===== src/rtl/adc_ctrl_pkg.sv =====
// Behaviour
// - Each conversion samples the positive input, then the negative input half a conversion-clock period later.
// - The comparator decision is taken at the end of each conversion-clock period, after switching settles.
// - Config bit 3 low picks pair bits 2:1, and bit 0 chooses whether the odd or the even input is positive.
// - Bit 4 low with bit 3 high makes bits 2:0 the positive input against analog ground.
// - Bits 4 and 3 high with codes 000 to 110 make inputs 1 to 7 positive against input 8.
// - A read strobe held low over a whole selected write pulse keeps the old configuration.
// - A selected write strobe latches a new configuration from the bus and starts a conversion.
// - A selected read drives the stored result onto the bus and starts a conversion on the same configuration.
// - A write right after a read is accepted and restarts the conversion with the new configuration.
// - The result is 8-bit straight binary, all zeros for zero or negative input and all ones at full scale.
// - At conversion end the result enters the output latch and the done flag goes low; a selected read releases it.
// - A write falling edge releases the done flag and readies the converter; the rising edge with read high loads the config.
// - The config inputs share the low five bus lines and are taken only while read is high.
// - The conversion length follows the internal clock and never exceeds 40 microseconds.
package adc_ctrl_pkg;
  // Timing
  localparam int CLK_PERIOD_NS = 4;
  localparam int CONV_CLK_PERIOD_NS = 4000;
  localparam int CONV_TIME_MAX_US = 40;
  localparam int CONV_CLK_CYCLES = CONV_CLK_PERIOD_NS / CLK_PERIOD_NS;
  localparam int CONV_TIME_MAX_CYCLES = CONV_TIME_MAX_US * 1000 / CLK_PERIOD_NS;
  localparam int CNT_W = 10;
  localparam logic [CNT_W-1:0] CNT_LAST = CNT_W'(CONV_CLK_CYCLES - 1);
  localparam logic [CNT_W-1:0] CNT_HALF = CNT_W'(CONV_CLK_CYCLES / 2);
  // Pin vector positions after synchronising
  localparam int PIN_W = 11;
  localparam int PIN_CS = 10;
  localparam int PIN_WR = 9;
  localparam int PIN_RD = 8;
  // Config field positions
  localparam int CFG_W = 5;
  localparam int CFG_NOT_DIFF = 3;
  localparam int CFG_PSEUDO = 4;
  localparam logic [2:0] CFG_RESERVED = 3'h7;
  // Reset and start values
  localparam logic [7:0] RESULT_RESET = 8'h00;
  localparam logic [7:0] SAR_START = 8'h80;
  localparam logic [2:0] BIT_MSB = 3'h7;
  localparam logic [CFG_W-1:0] CFG_RESET = 5'h00;
  // Selection that matches the reset config, pair 1/2 with input 1 positive
  localparam logic [7:0] POS_SEL_RESET = 8'h01;
  localparam logic [7:0] NEG_SEL_RESET = 8'h02;

  typedef enum logic [2:0] {
    ST_IDLE = 3'b001,
    ST_SAMPLE = 3'b010,
    ST_DECIDE = 3'b100
  } state_t;
endpackage : adc_ctrl_pkg


===== src/rtl/adc_mux_config_and_start_control.sv =====
`timescale 1ns/1ps
module adc_mux_config_and_start_control #(
  parameter int CONV_MAX_CYCLES = adc_ctrl_pkg::CONV_TIME_MAX_CYCLES
) (
  // Clock and reset
  input wire logic i_clk,
  input wire logic i_rst,
  // Bus strobes from the host
  input wire logic i_cs_n,
  input wire logic i_wr_n,
  input wire logic i_rd_n,
  // Shared data and config bus
  input wire logic [7:0] i_result_bus,
  output logic [7:0] o_result_bus,
  output logic o_result_bus_oe,
  // Completion flag
  output logic o_conversion_done_n,
  // Analog front end
  input wire logic i_comp_high,
  output logic [7:0] o_pos_sel,
  output logic [7:0] o_neg_sel,
  output logic o_neg_analog_ground_ref,
  output logic o_sample_pos,
  output logic o_sample_neg,
  output logic [7:0] o_dac_code
);
  logic [adc_ctrl_pkg::PIN_W-1:0] pin_s1, pin_s2, pin_s3, lvl, lvl_d;
  logic wr_fall, wr_rise, rd_fall, rd_held_low, conv_end, reserved;
  logic [adc_ctrl_pkg::CFG_W-1:0] cfg;
  adc_ctrl_pkg::state_t state;
  logic [adc_ctrl_pkg::CNT_W-1:0] cnt;
  logic [2:0] bit_idx;
  logic [7:0] result;
  logic [7:0] next_pos, next_neg;
  logic next_ground_ref;

  // Three-stage pin synchroniser
  always_ff @(posedge i_clk or posedge i_rst) begin
    if (i_rst) begin
      pin_s1 <= {adc_ctrl_pkg::PIN_W{1'b1}};
      pin_s2 <= {adc_ctrl_pkg::PIN_W{1'b1}};
      pin_s3 <= {adc_ctrl_pkg::PIN_W{1'b1}};
    end else begin
      pin_s1 <= {i_cs_n, i_wr_n, i_rd_n, i_result_bus};
      pin_s2 <= pin_s1;
      pin_s3 <= pin_s2;
    end
  end

  // Accepted level changes only when stages two and three agree
  genvar g;
  generate
    for (g = 0; g < adc_ctrl_pkg::PIN_W; g++) begin : g_lvl
      always_ff @(posedge i_clk or posedge i_rst) begin
        if (i_rst) begin
          lvl[g] <= 1'b1;
          lvl_d[g] <= 1'b1;
        end else begin
          lvl_d[g] <= lvl[g];
          if (pin_s2[g] == pin_s3[g]) begin
            lvl[g] <= pin_s3[g];
          end
        end
      end
    end
  endgenerate

  // Chip-selected strobe edges
  assign wr_fall = lvl_d[adc_ctrl_pkg::PIN_WR] & ~lvl[adc_ctrl_pkg::PIN_WR]
                   & ~lvl[adc_ctrl_pkg::PIN_CS];
  assign wr_rise = ~lvl_d[adc_ctrl_pkg::PIN_WR] & lvl[adc_ctrl_pkg::PIN_WR]
                   & ~lvl[adc_ctrl_pkg::PIN_CS];
  assign rd_fall = lvl_d[adc_ctrl_pkg::PIN_RD] & ~lvl[adc_ctrl_pkg::PIN_RD]
                   & ~lvl[adc_ctrl_pkg::PIN_CS];
  assign conv_end = (state == adc_ctrl_pkg::ST_DECIDE) && (cnt == adc_ctrl_pkg::CNT_LAST)
                    && (bit_idx == 3'h0);
  assign reserved = cfg[adc_ctrl_pkg::CFG_PSEUDO] & cfg[adc_ctrl_pkg::CFG_NOT_DIFF]
                    & (cfg[2:0] == adc_ctrl_pkg::CFG_RESERVED);

  // Track read held low across the whole write pulse
  always_ff @(posedge i_clk or posedge i_rst) begin
    if (i_rst) begin
      rd_held_low <= 1'b0;
    end else if (wr_fall) begin
      rd_held_low <= ~lvl[adc_ctrl_pkg::PIN_RD];
    end else if (lvl[adc_ctrl_pkg::PIN_RD]) begin
      rd_held_low <= 1'b0;
    end
  end

  // Mux decode of the bus config lines
  always_comb begin
    next_pos = 8'h00;
    next_neg = 8'h00;
    next_ground_ref = 1'b0;
    if (!lvl[adc_ctrl_pkg::CFG_NOT_DIFF]) begin
      next_pos[lvl[2:0]] = 1'b1;
      next_neg[{lvl[2:1], ~lvl[0]}] = 1'b1;
    end else if (!lvl[adc_ctrl_pkg::CFG_PSEUDO]) begin
      next_pos[lvl[2:0]] = 1'b1;
      next_ground_ref = 1'b1;
    end else begin
      if (lvl[2:0] != adc_ctrl_pkg::CFG_RESERVED) begin
        next_pos[lvl[2:0]] = 1'b1;
      end
      next_neg[7] = 1'b1;
    end
  end

  // Config latch on write rise with read high
  always_ff @(posedge i_clk or posedge i_rst) begin
    if (i_rst) begin
      cfg <= adc_ctrl_pkg::CFG_RESET;
      o_pos_sel <= adc_ctrl_pkg::POS_SEL_RESET;
      o_neg_sel <= adc_ctrl_pkg::NEG_SEL_RESET;
      o_neg_analog_ground_ref <= 1'b0;
    end else if (wr_rise && !rd_held_low && lvl[adc_ctrl_pkg::PIN_RD]) begin
      cfg <= lvl[adc_ctrl_pkg::CFG_W-1:0];
      o_pos_sel <= next_pos;
      o_neg_sel <= next_neg;
      o_neg_analog_ground_ref <= next_ground_ref;
    end
  end

  // Conversion sequencer
  always_ff @(posedge i_clk or posedge i_rst) begin
    if (i_rst) begin
      state <= adc_ctrl_pkg::ST_IDLE;
      cnt <= '0;
      bit_idx <= adc_ctrl_pkg::BIT_MSB;
      o_dac_code <= 8'h00;
      o_sample_pos <= 1'b0;
      o_sample_neg <= 1'b0;
    end else begin
      o_sample_pos <= 1'b0;
      o_sample_neg <= 1'b0;
      if (wr_rise || rd_fall) begin
        state <= adc_ctrl_pkg::ST_SAMPLE;
        cnt <= '0;
        bit_idx <= adc_ctrl_pkg::BIT_MSB;
        o_dac_code <= adc_ctrl_pkg::SAR_START;
        o_sample_pos <= 1'b1;
      end else if (wr_fall) begin
        state <= adc_ctrl_pkg::ST_IDLE;
        cnt <= '0;
      end else begin
        unique case (state)
          adc_ctrl_pkg::ST_IDLE: begin
            cnt <= '0;
          end
          adc_ctrl_pkg::ST_SAMPLE: begin
            cnt <= (cnt == adc_ctrl_pkg::CNT_LAST) ? '0 : cnt + 1'b1;
            o_sample_neg <= (cnt + 1'b1 == adc_ctrl_pkg::CNT_HALF);
            if (cnt == adc_ctrl_pkg::CNT_LAST) begin
              state <= adc_ctrl_pkg::ST_DECIDE;
            end
          end
          adc_ctrl_pkg::ST_DECIDE: begin
            cnt <= (cnt == adc_ctrl_pkg::CNT_LAST) ? '0 : cnt + 1'b1;
            if (cnt == adc_ctrl_pkg::CNT_LAST) begin
              o_dac_code[bit_idx] <= i_comp_high;
              if (bit_idx != 3'h0) begin
                o_dac_code[bit_idx - 3'h1] <= 1'b1;
                bit_idx <= bit_idx - 3'h1;
              end else begin
                state <= adc_ctrl_pkg::ST_IDLE;
              end
            end
          end
        endcase
      end
    end
  end

  // Output latch and completion flag, a landing result wins over a release
  always_ff @(posedge i_clk or posedge i_rst) begin
    if (i_rst) begin
      result <= adc_ctrl_pkg::RESULT_RESET;
      o_conversion_done_n <= 1'b1;
    end else begin
      if (conv_end) begin
        result <= reserved ? 8'h00 : {o_dac_code[7:1], i_comp_high};
        o_conversion_done_n <= 1'b0;
      end else if (rd_fall || wr_fall) begin
        o_conversion_done_n <= 1'b1;
      end
    end
  end

  // Bus drive while chip select and read are low
  always_ff @(posedge i_clk or posedge i_rst) begin
    if (i_rst) begin
      o_result_bus <= adc_ctrl_pkg::RESULT_RESET;
      o_result_bus_oe <= 1'b0;
    end else begin
      o_result_bus <= result;
      o_result_bus_oe <= ~lvl[adc_ctrl_pkg::PIN_CS] & ~lvl[adc_ctrl_pkg::PIN_RD];
    end
  end

  // Helper counters for the checks below
  logic [adc_ctrl_pkg::CNT_W-1:0] since_pos;
  logic [15:0] conv_age;
  always_ff @(posedge i_clk or posedge i_rst) begin
    if (i_rst) begin
      since_pos <= '0;
      conv_age <= '0;
    end else begin
      since_pos <= o_sample_pos ? 10'h001 : since_pos + 1'b1;
      // Restart the age on every start, a read may restart a running conversion
      conv_age <= (state == adc_ctrl_pkg::ST_IDLE || o_sample_pos) ? 16'h0000
                  : conv_age + 16'h0001;
    end
  end
endmodule : adc_mux_config_and_start_control


===== config.mk =====
export PLATFORM = sky130hd
export DESIGN_NAME = adc_mux_config_and_start_control
export DESIGN_NICKNAME = d
export VERILOG_FILES = /design/src/rtl/adc_ctrl_pkg.sv /design/src/rtl/adc_mux_config_and_start_control.sv
export SDC_FILE = /design/constraint.sdc
export NUM_CORES = 1
export LEC_CHECK = 0
export ABC_AREA = 1
export BUFFER_PORTS_ARGS = -buffer_cell sky130_fd_sc_hd__buf_2
export CORE_MARGIN = 4
export CORE_UTILIZATION = 50
export DETAILED_ROUTE_END_ITERATION = 10
export PLACE_DENSITY = 0.75
export SLEW_MARGIN = 10
export SYNTH_ARGS = -nofsm -noshare
export SYNTH_HDL_FRONTEND = slang
export SYNTH_SLANG_ARGS = --single-unit

===== constraint.sdc =====
create_clock -name i_clk -period 3.85 [get_ports i_clk]
set_clock_uncertainty 0.2 [all_clocks]
set_input_delay 0 -clock i_clk [delete_from_list [all_inputs] [get_ports i_clk]]
set_output_delay 0 -clock i_clk [all_outputs]
set_load 0.01 [all_outputs]

==> flow_summary.toml, run 1 <==
[run_status]
status = "finished, final reports clean"

[critical_path]
cp.arrival_ns = 2.07
cp-start-kind = "flop"
cp-end-kind = "flop"
crit_type = "reg -> reg"
cp.required_ns = 3.94
path_max_fanout = 9

[route]
drt_iter0_drc = 96
dr.pass1.iters = 5
postRouteAntennaNets = 0
routed_wl_um = 7460
vias = 2937
drc = 0
viasPerCell = 5.01
wl_per_cell_um = 12.7

[global_routing]
grt_pass1_wl_um = 13300
grt_pass1_vias = 2886
grt_util_all_layers = 0.166
grt_max_degree = 84
grt_overflow = 0
antenna_found_initial = 0

[floorplanning]
chipWidth_um = 99.0
core-area_mm2 = 0.00789
die_height_um = 99.0
io_pins = 51
initial_core_util = 0.525
num_rows = 32
dieArea_mm2 = 0.00980

[placed_design]
io_buffers = 47
gp_congestion = 0.899
dpl.hpwl_um = 5180

[sta]
tns_ns = 0
clock.fmax_mhz = 505
period_share = 0.514
rsz0062_at_grt = "false"
hold_violations = 0
layout_min_cycle_time_ns = 1.98
finalSetupViolations = 0
slew_headroom = 0.349
maxSlewViolCount = 0
worst_slew_pin_slew_ns = 0.977

[cells_and_area]
diodes = 0
layout_commonest_cell = "nand2_1"
layout-drive-gt1-share = 0.275
layout_common_cells = "129 x nand2_1, 60 x dfrtp_1, 47 x buf_2"
area_growth_pct = 14.3
nNetsFinal = 497

[power_and_ir_drop]
p_seq_frac = 0.587
p_leak_nw = 2.32
p_total_mw = 2.17
vdd_drop_max_uv = 241
internal-power_mw = 1.54
p_comb_frac = 0.144
power.switching_mw = 0.628
switching_share = 0.290
pwr-share-clk = 0.269
power_density_mw_per_mm2 = 458

[synth]
syn_area_per_cell_um2 = 9.91
synth_warnings = 0
synth.distinct_cells = 31
netlist_area_mm2 = 0.00414
yosysSeqAreaShare = 0.623
syn-num-nets = 436
synthCells = 418
yosys_register_bits = 101

[clocking]
clk_pin_slew_ns = 0.10
cts_root_buf = "clkbuf_8"
clk_latency_ns = 0.36
cts_buffer_depth = 2
htreeDepth = 3
cts_resized = 0
cts_buffers = 9
tritoncts = "built"
cts_sinks = 101

[job]
cap_viol_max_count = 0

[hold_path]
hp-class = "in -> reg"
==> flip-flops by register name, summed over array words and instances, names as in the netlist <==
| name | flops |
|---|---|
| o_result_bus_oe | 1 |
| cnt | 10 |
| pin_s1 | 8 |
| lvl | 8 |
| o_result_bus | 8 |
| o_neg_analog_ground_ref | 1 |
| state | 3 |
| o_dac_code | 8 |
| o_pos_sel | 8 |
| pin_s2 | 8 |
| lvl_d | 2 |
| o_sample_pos | 1 |
| result | 8 |
| o_sample_neg | 1 |
| o_conversion_done_n | 1 |
| rd_held_low | 1 |
| o_neg_sel | 8 |
| bit_idx | 3 |
| pin_s3 | 8 |
| cfg | 5 |
==> layer usage <==
| layer | part of all wire | GRT usage | vias up |
|---|---|---|---|
| li1 | - | - | 1451 |
| met1 | 0.45 | 0.209 | 1412 |
| met2 | 0.49 | 0.275 | 66 |
| met3 | 0.054 | 0.0524 | 8 |
| met4 | 0.0094 | 0.0483 | 0 |
| met5 | 0 | 0 | - |
==> what timing repair did <==
item / CTS / global route
buffers inserted: 0 / 0
hold buffers: 10 / 0
endpoints found under the setup margin: 0 / 0
hold endpoints to repair: 56 / 0
==> critical path: stages (launching register included) <==
cell	delay, ns
dfstp_2	0.63
inv_1	0.15
ha_1	0.26
xor2_1	0.27
nand2_1	0.11
o21ai_0	0.17
nand2_1	0.06
o21ai_0	0.06
==> logic make-up (layout without fill, tap and decap cells) <==
kind of cell / after synthesis / count (layout) / synth area share
simple gates: 210 / 210 / 0.226
flops: 101 / 101 / 0.623
xor+xnor: 4 / 4 / 0.00846
compound gates: 47 / 47 / 0.0662
fa+ha+maj: 12 / 12 / 0.0314
buf+inv: 44 / 110 / 0.0450
==> power by group through the flow <==
stage	Combinational, mW	Clock, mW	Sequential (mW)
finish	0.312	0.583	1.27
floorplan	0.198	0	1.29
CTS	0.318	0.608	1.27
detailed placement	0.308	0	1.29
global route	0.356	0.657	1.29
global placement	0.292	0	1.29
==> area by class of cell <==
class / instances / area, um2
clock buffers: 11 / 131
clock inverters: 5 / 35.0
fillers: 695 / 3150
inverters: 36 / 143
multi-input cells: 273 / 1380
flip-flops and latches: 101 / 2580
well taps: 102 / 128
repair buffers: 58 / 343
==> cell usage after synthesis <==
library cell	number	area (um2)
dfrtp_1	60	1500
o21ai_0	28	140
maj3_1	8	80.1
nand3b_1	3	22.5
nand3_4	1	17.5
inv_1	32	120
nand3_1	27	135
o21ai_1	3	15.0
ha_1	4	50.1
nand2_2	6	37.5
xnor2_1	2	17.5
dfstp_2	41	1080
nand2_1	129	484
nand2_4	1	11.3
a21oi_1	5	25.0
inv_2	3	11.3
clkinv_4	1	8.76
xor2_1	2	17.5
buf_6	1	11.3
o21ai_2	9	78.8
nor2_2	2	12.5
nor2_1	26	97.6
clkbuf_1	2	7.51
buf_4	1	7.51
nor2_4	3	33.8
nor3_1	6	30.0
nor3_4	1	16.3
o31ai_1	2	15.0
nand4_1	3	18.8
buf_2	4	20.0
nand3_2	2	20.0
==> metrics by stage <==
stage | cells | cell area (um2) | hold WS (ns) | utilization | setup WS [ns]
finish | 586 | 4730 | 0.0759 | 0.600 | 1.87
global route | 586 | 4730 | 0.0488 | 0.600 | 1.69
CTS | 586 | 4730 | 0.0536 | 0.600 | 1.89
detailed placement | 560 | 4470 | -0.0938 | 0.566 | 1.90
global placement | 560 | 4470 | -0.0951 | 0.566 | 1.91
floorplan | 418 | 4140 | -0.196 | - | 1.07
==> final timing paths <==
path / from / to / slack (ns) / cells after the start
hold reg to reg: pin_s1[10] / pin_s2[10] / 0.16 / 0
setup reg to reg: bit_idx[0] / o_dac_code[5] / 1.87 / 7
hold / removal: i_result_bus[4] / pin_s1[4] / 0.08 / 2
setup / recovery: bit_idx[0] / o_dac_code[5] / 1.87 / 7
min in group asynchronous: i_rst / o_pos_sel[6] / 0.21 / 3
max in group asynchronous: i_rst / o_result_bus[3] / 2.42 / 4
Power figures use the tool's default switching activity.
==> run 2: changes to the inputs <==
- ABC_AREA: 1 -> 0
- PLACE_DENSITY: 0.75 -> 0.78
- clock period: 3.85 -> 1.6 ns (I/O delays scaled with it)
==> run 2 against run 1 <==
  * The run now ends with negative setup slack left
  * Via count rose by 15%
  * Worst hold slack got worse by 0.0077 ns
  * Combinational power rose to 4.7 times the previous value
  * Clock power rose to 2.5 times the previous value
  * Critical path type unchanged
  * Clock-buffer cell count fell by 1
  * Wire length rose by 38%
  * Utilization rose by 13 points
  * First-iteration DRC count rose by 130%
==> flow_summary.toml, run 2 <==
[clocking]
cts_root_buf = "clkbuf_8"
tritoncts = "built"
clk_latency_ns = 0.37
cts_buffers = 9
cts_sinks = 101
clk_pin_slew_ns = 0.11
cts_buffer_depth = 2
htreeDepth = 3

[sta]
layout_min_cycle_time_ns = 1.96
worst_slew_pin_slew_ns = 0.528
rsz0062_at_grt = "true"
fin_ws_ns = -0.362
hold_violations = 0
period_share = 1.23
clock.fmax_mhz = 510
maxSlewViolCount = 0
slew_headroom = 0.648
holdWs_ns = 0.0682
finalSetupViolations = 56

[floorplanning]
chipWidth_um = 100
io_pins = 51
initial_core_util = 0.515
die_height_um = 100
dieArea_mm2 = 0.00999
num_rows = 33
core-area_mm2 = 0.00822

[critical_path]
crit_chain = "nand2b_4 -> or4b_4 -> buf_12 -> o31ai_2"
path_max_fanout = 6
cp.arrival_ns = 2.04
cp.required_ns = 1.68
cp-end-kind = "flop"
r2r-start = "lvl[9]"
cp_top_family = "simple AND/OR/NAND/NOR gates"
cp_slowest_stage_delay_ns = 0.62
slowest_stage = "or4b_4"
cp-start-kind = "flop"
r2r_setup_slack_ns = -0.36
reg2regPathDepth = 4
worst-path-buf-inv = 1
r2r_end = "o_pos_sel[2]"
crit_type = "reg -> reg"

[placed_design]
placedCellCount = 547
io_buffers = 47
gp_congestion = 0.855
dpl_cell_area_mm2 = 0.00502
dpl.hpwl_um = 5960

[synth]
synth_edf_count = 0
yosysSeqAreaShare = 0.610
synth_flop_cell = "dfrtp_1"
yosys_register_bits = 101
netlist_area_mm2 = 0.00423
synth.distinct_cells = 49
synth-async-reset-ratio = 1.00
syn_area_per_cell_um2 = 11.6
syn-num-nets = 383
synth_warnings = 0
synth.area.top_cells = "dfrtp_1 36%, dfstp_2 25%, nand2_1 4.2%"
yosysTopAreaCell = "dfrtp_1"
yosys-top-cells-count = "60 x dfrtp_1, 47 x nand2_1, 41 x dfstp_2"
netlist.area_leader.share = 0.355
synthCells = 365
yosysMostFrequentCell = "dfrtp_1"

[global_routing]
grt_max_degree = 102
grt_util_all_layers = 0.192
antenna_found_initial = 0
grt_pass1_vias = 3255
busiest_layer = "met2"
grt_pass1_wl_um = 15500
grtUsageMet1 = 0.252
grt_overflow = 0
grt_util_met2 = 0.321
grt_util_met3 = 0.0361

[route]
dr.pass1.iters = 4
drt_iter0_drc = 218
postRouteAntennaNets = 0
vias = 3363
viasPerCell = 5.68
drc = 0
routed_wl_um = 10300
wl_per_cell_um = 17.4

[hold_path]
hp-class = "in -> reg"
hold_end = "pin_s1[10]"
holdPathStages = 2
min-delay-start = "i_cs_n"

[cells_and_area]
layout_commonest_cell = "dfrtp_1"
layout_common_cells = "60 x dfrtp_1, 47 x buf_2, 44 x buf_4"
final_cell_area_mm2 = 0.00601
diodes = 0
nNetsFinal = 500
top_register = "cnt"
final_cells = 592
area_growth_pct = 42.1
layout-drive-gt1-share = 0.556
largest_reg_flops = 10

[power_and_ir_drop]
p_leak_nw = 2.70
p_total_mw = 6.03
vdd_drop_max_uv = 527
power_density_mw_per_mm2 = 1000

[run_status]
status = "finished, violations left"
violations = "negative setup slack"

[job]
cap_viol_max_count = 0
-- run 2: what timing repair did --
item	4_1_cts	5_1_grt
gates cloned	2	4
pin swaps	25	31
setup endpoints to repair	56	58
hold buffers	10	0
endpoints found under the hold margin	114	0
setup buffers	7	6
resized for setup	37	87
-- run 2: cells by family after synthesis --
logic type | count (synthesis) | share of synthesized area
buffers and inverters | 29 | 0.0322
AO/OA/AOI/OAI | 81 | 0.139
AND/OR/NAND/NOR | 129 | 0.156
multiplexers | 4 | 0.0142
adder cells (fa/ha/maj) | 12 | 0.0308
flip-flops | 101 | 0.610
XOR/XNOR | 9 | 0.0186
-- run 2: metrics by stage --
| stage | TNS (ns) | setup WS [ns] | utilization |
|---|---|---|---|
| global placement | -9.78 | -0.282 | 0.611 |
| global route | -14.07 | -0.415 | 0.731 |
| finish | -11.37 | -0.362 | 0.731 |
| floorplan | -12.51 | -0.409 | - |
| CTS | -10.41 | -0.340 | 0.672 |
| detailed placement | -12.18 | -0.350 | 0.611 |
-- run 2: worst max-delay path by stage --
stage / slack, ns / end / start / depth (start not counted)
6_report: -0.36 / o_pos_sel[2] / lvl[9] / 4
4_1_cts: -0.34 / o_neg_sel[7] / lvl[9] / 5
5_1_grt: -0.42 / o_pos_sel[4] / lvl[9] / 4
3_5_place_dp: -0.35 / o_pos_sel[6] / lvl[9] / 4
3_3_place_gp: -0.28 / o_pos_sel[1] / lvl[9] / 4
2_1_floorplan: -0.41 / cfg[0] / lvl[9] / 5
-- run 2: final cells by class --
| type | count | area [um2] |
|---|---|---|
| inverter | 8 | 38.8 |
| fill | 539 | 2210 |
| sequential | 101 | 2580 |
| timing repair buffer | 124 | 1000 |
| multi-input combinational | 238 | 2080 |
| clock inverter | 6 | 46.3 |
| clock buffer | 10 | 128 |
| tap | 105 | 131 |
-- run 2: report_power, final --
| group | switching (mW) | leakage [nW] | internal [mW] | total (mW) |
|---|---|---|---|---|
| Clock | 0.881 | 0.0906 | 0.584 | 1.46 |
| Combinational | 0.765 | 1.38 | 0.711 | 1.48 |
| Sequential | 0.230 | 1.23 | 2.86 | 3.09 |
-- run 2: metal layers --
metal,part of all wire,vias up
li1,-,1562
met1,0.41,1670
met2,0.53,109
met3,0.047,22
met4,0.021,0
met5,0,-
==> run 3: changes to the inputs <==
- HOLD_SLACK_MARGIN: unset -> 0.15
==> run 3 against run 2 <==
  * The flow still finishes with violations (negative setup slack)
  * Flip-flop and latch count is the same
  * Sequential share of layout area shrank 1.1 points
  * First-iteration DRC count shrank 47%
  * Clock-buffer cell count is the same
  * Register-to-register slack is essentially flat
  * Worst hold slack gained 0.091 ns
  * Die area is the same
  * Cell count grew 2.2%
  * Global-route usage grew 0.057 points
  * Setup slack gained 0.0021 ns
  * Non-clock buffer count grew 13
  * Sequential power is essentially flat
  * Critical endpoint unchanged
==> flow_summary.toml, run 3 (synthesized netlist as in run 2, its figures left out) <==
[run_status]
status = "finished, violations left"
violations = "negative setup slack"

[cells_and_area]
nNetsFinal = 513
num-fill-cells = 533
top_register = "cnt"
layout_common_cells = "60 x dfrtp_1, 47 x buf_2, 45 x buf_4"
layout_commonest_cell = "dfrtp_1"
layout-drive-gt1-share = 0.558
area_growth_pct = 45.9
largest_reg_flops = 10
final_cell_area_mm2 = 0.00617
diodes = 0

[route]
drc = 0
postRouteAntennaNets = 0
viasPerCell = 5.62
vias = 3400
dr.pass1.iters = 5
wl_per_cell_um = 17.4
routed_wl_um = 10500
drt_iter0_drc = 115

[floorplanning]
num_rows = 33
core-area_mm2 = 0.00822
chipWidth_um = 100
dieArea_mm2 = 0.00999
io_pins = 51
initial_core_util = 0.515
die_height_um = 100

[critical_path]
slowest_stage = "or4b_4"
r2r_setup_slack_ns = -0.36
path_max_fanout = 6
cp_top_family = "simple AND/OR/NAND/NOR gates"
cp.required_ns = 1.68
crit_type = "reg -> reg"
cp-end-kind = "flop"
reg2regPathDepth = 4
endpoint = "o_pos_sel[2]"
r2r-start = "lvl[9]"
crit_cells = 4
crit_chain = "nand2b_4 -> or4b_4 -> buf_12 -> o31ai_2"
cp_slowest_stage_delay_ns = 0.61
cp-start-kind = "flop"
r2r_end = "o_pos_sel[2]"
worst-path-buf-inv = 1
cp.arrival_ns = 2.04
critPathLaunch = "lvl[9]"

[sta]
worst_slew_pin_slew_ns = 0.480
period_share = 1.23
rsz0062_at_grt = "true"
maxSlewViolCount = 0
layout_min_cycle_time_ns = 1.96
fin_ws_ns = -0.360
clock.fmax_mhz = 510
finalSetupViolations = 56
hold_violations = 0
slew_headroom = 0.680

[placed_design]
io_buffers = 47
gp_congestion = 0.855
dpl_cell_area_mm2 = 0.00502
dpl.hpwl_um = 5960

[clocking]
cts_buffer_depth = 2
cts_root_buf = "clkbuf_8"
tritoncts = "built"
cts_sinks = 101
cts_buffers = 9
htreeDepth = 3
clk_pin_slew_ns = 0.11
clk_latency_ns = 0.37

[global_routing]
grt_overflow = 0
grt_max_degree = 102
grt_pass1_wl_um = 15500
grt_util_all_layers = 0.193
antenna_found_initial = 0
grt_pass1_vias = 3270

[power_and_ir_drop]
p_total_mw = 6.12
p_leak_nw = 2.77
power_density_mw_per_mm2 = 992
vdd_drop_max_uv = 537

[job]
cap_viol_max_count = 0

[hold_path]
hp-class = "reg -> reg"
-- run 3: cell types whose count changed in the layout (fill, tap and decap cells not counted), sizes merged --
cell | before | now
dlygate4sd3 | 10 | 19
buf | 111 | 115
-- run 3: metal layers --
layer | track usage | share of wire
met1 | 0.251 | 0.41
met2 | 0.324 | 0.53
met3 | 0.0361 | 0.042
met4 | 0.0693 | 0.020
met5 | 0 | 0
-- run 3: final cells by class --
| cell class | count | area, um2 | area share |
|---|---|---|---|
| tap | 105 | 131 | 0.0213 |
| timing repair buffer | 137 | 1140 | 0.185 |
| inverter | 8 | 38.8 | 0.00629 |
| clock buffer | 10 | 128 | 0.0207 |
| sequential | 101 | 2580 | 0.418 |
| multi-input combinational | 238 | 2100 | 0.341 |
| clock inverter | 6 | 46.3 | 0.00750 |
-- run 3: worst min-delay path by stage --
stage                     cells after the start        end  slack (ns)       startpoint
after floorplan                               0  pin_s1[0]       -0.20  i_result_bus[0]
after global placement                        1  pin_s1[2]       -0.09  i_result_bus[2]
after detailed placement                      1  pin_s1[2]       -0.09  i_result_bus[2]
after CTS                                     0  pin_s2[3]        0.16        pin_s1[3]
after global routing                          0  pin_s2[3]        0.17        pin_s1[3]
final                                         0  pin_s2[3]        0.16        pin_s1[3]
-- run 3: metrics by stage --
stage / util / worst slack [ns] / setup TNS, ns / cells / hold slack, ns
floorplan: - / -0.409 / -12.51 / 365 / -0.196
global placement: 0.611 / -0.282 / -9.78 / 547 / -0.0945
detailed placement: 0.611 / -0.350 / -12.18 / 547 / -0.0931
CTS: 0.683 / -0.340 / -10.41 / 591 / 0.161
global route: 0.751 / -0.396 / -13.97 / 605 / 0.166
finish: 0.751 / -0.360 / -11.42 / 605 / 0.160
-- run 3: what timing repair did --
item,in CTS,in global routing
cloned,2,4
pin swaps,25,34
endpoints found under the setup margin,56,90
hold buffers,19,0
setup buffers,7,10
endpoints found under the hold margin,118,0
resized for setup,37,96
-- run 3: power breakdown --
group	internal, mW	switching [mW]	leakage, nW
clock	0.584	0.890	0.0906
combinational	0.765	0.791	1.45
sequential	2.86	0.231	1.23
total	4.21	1.91	2.77
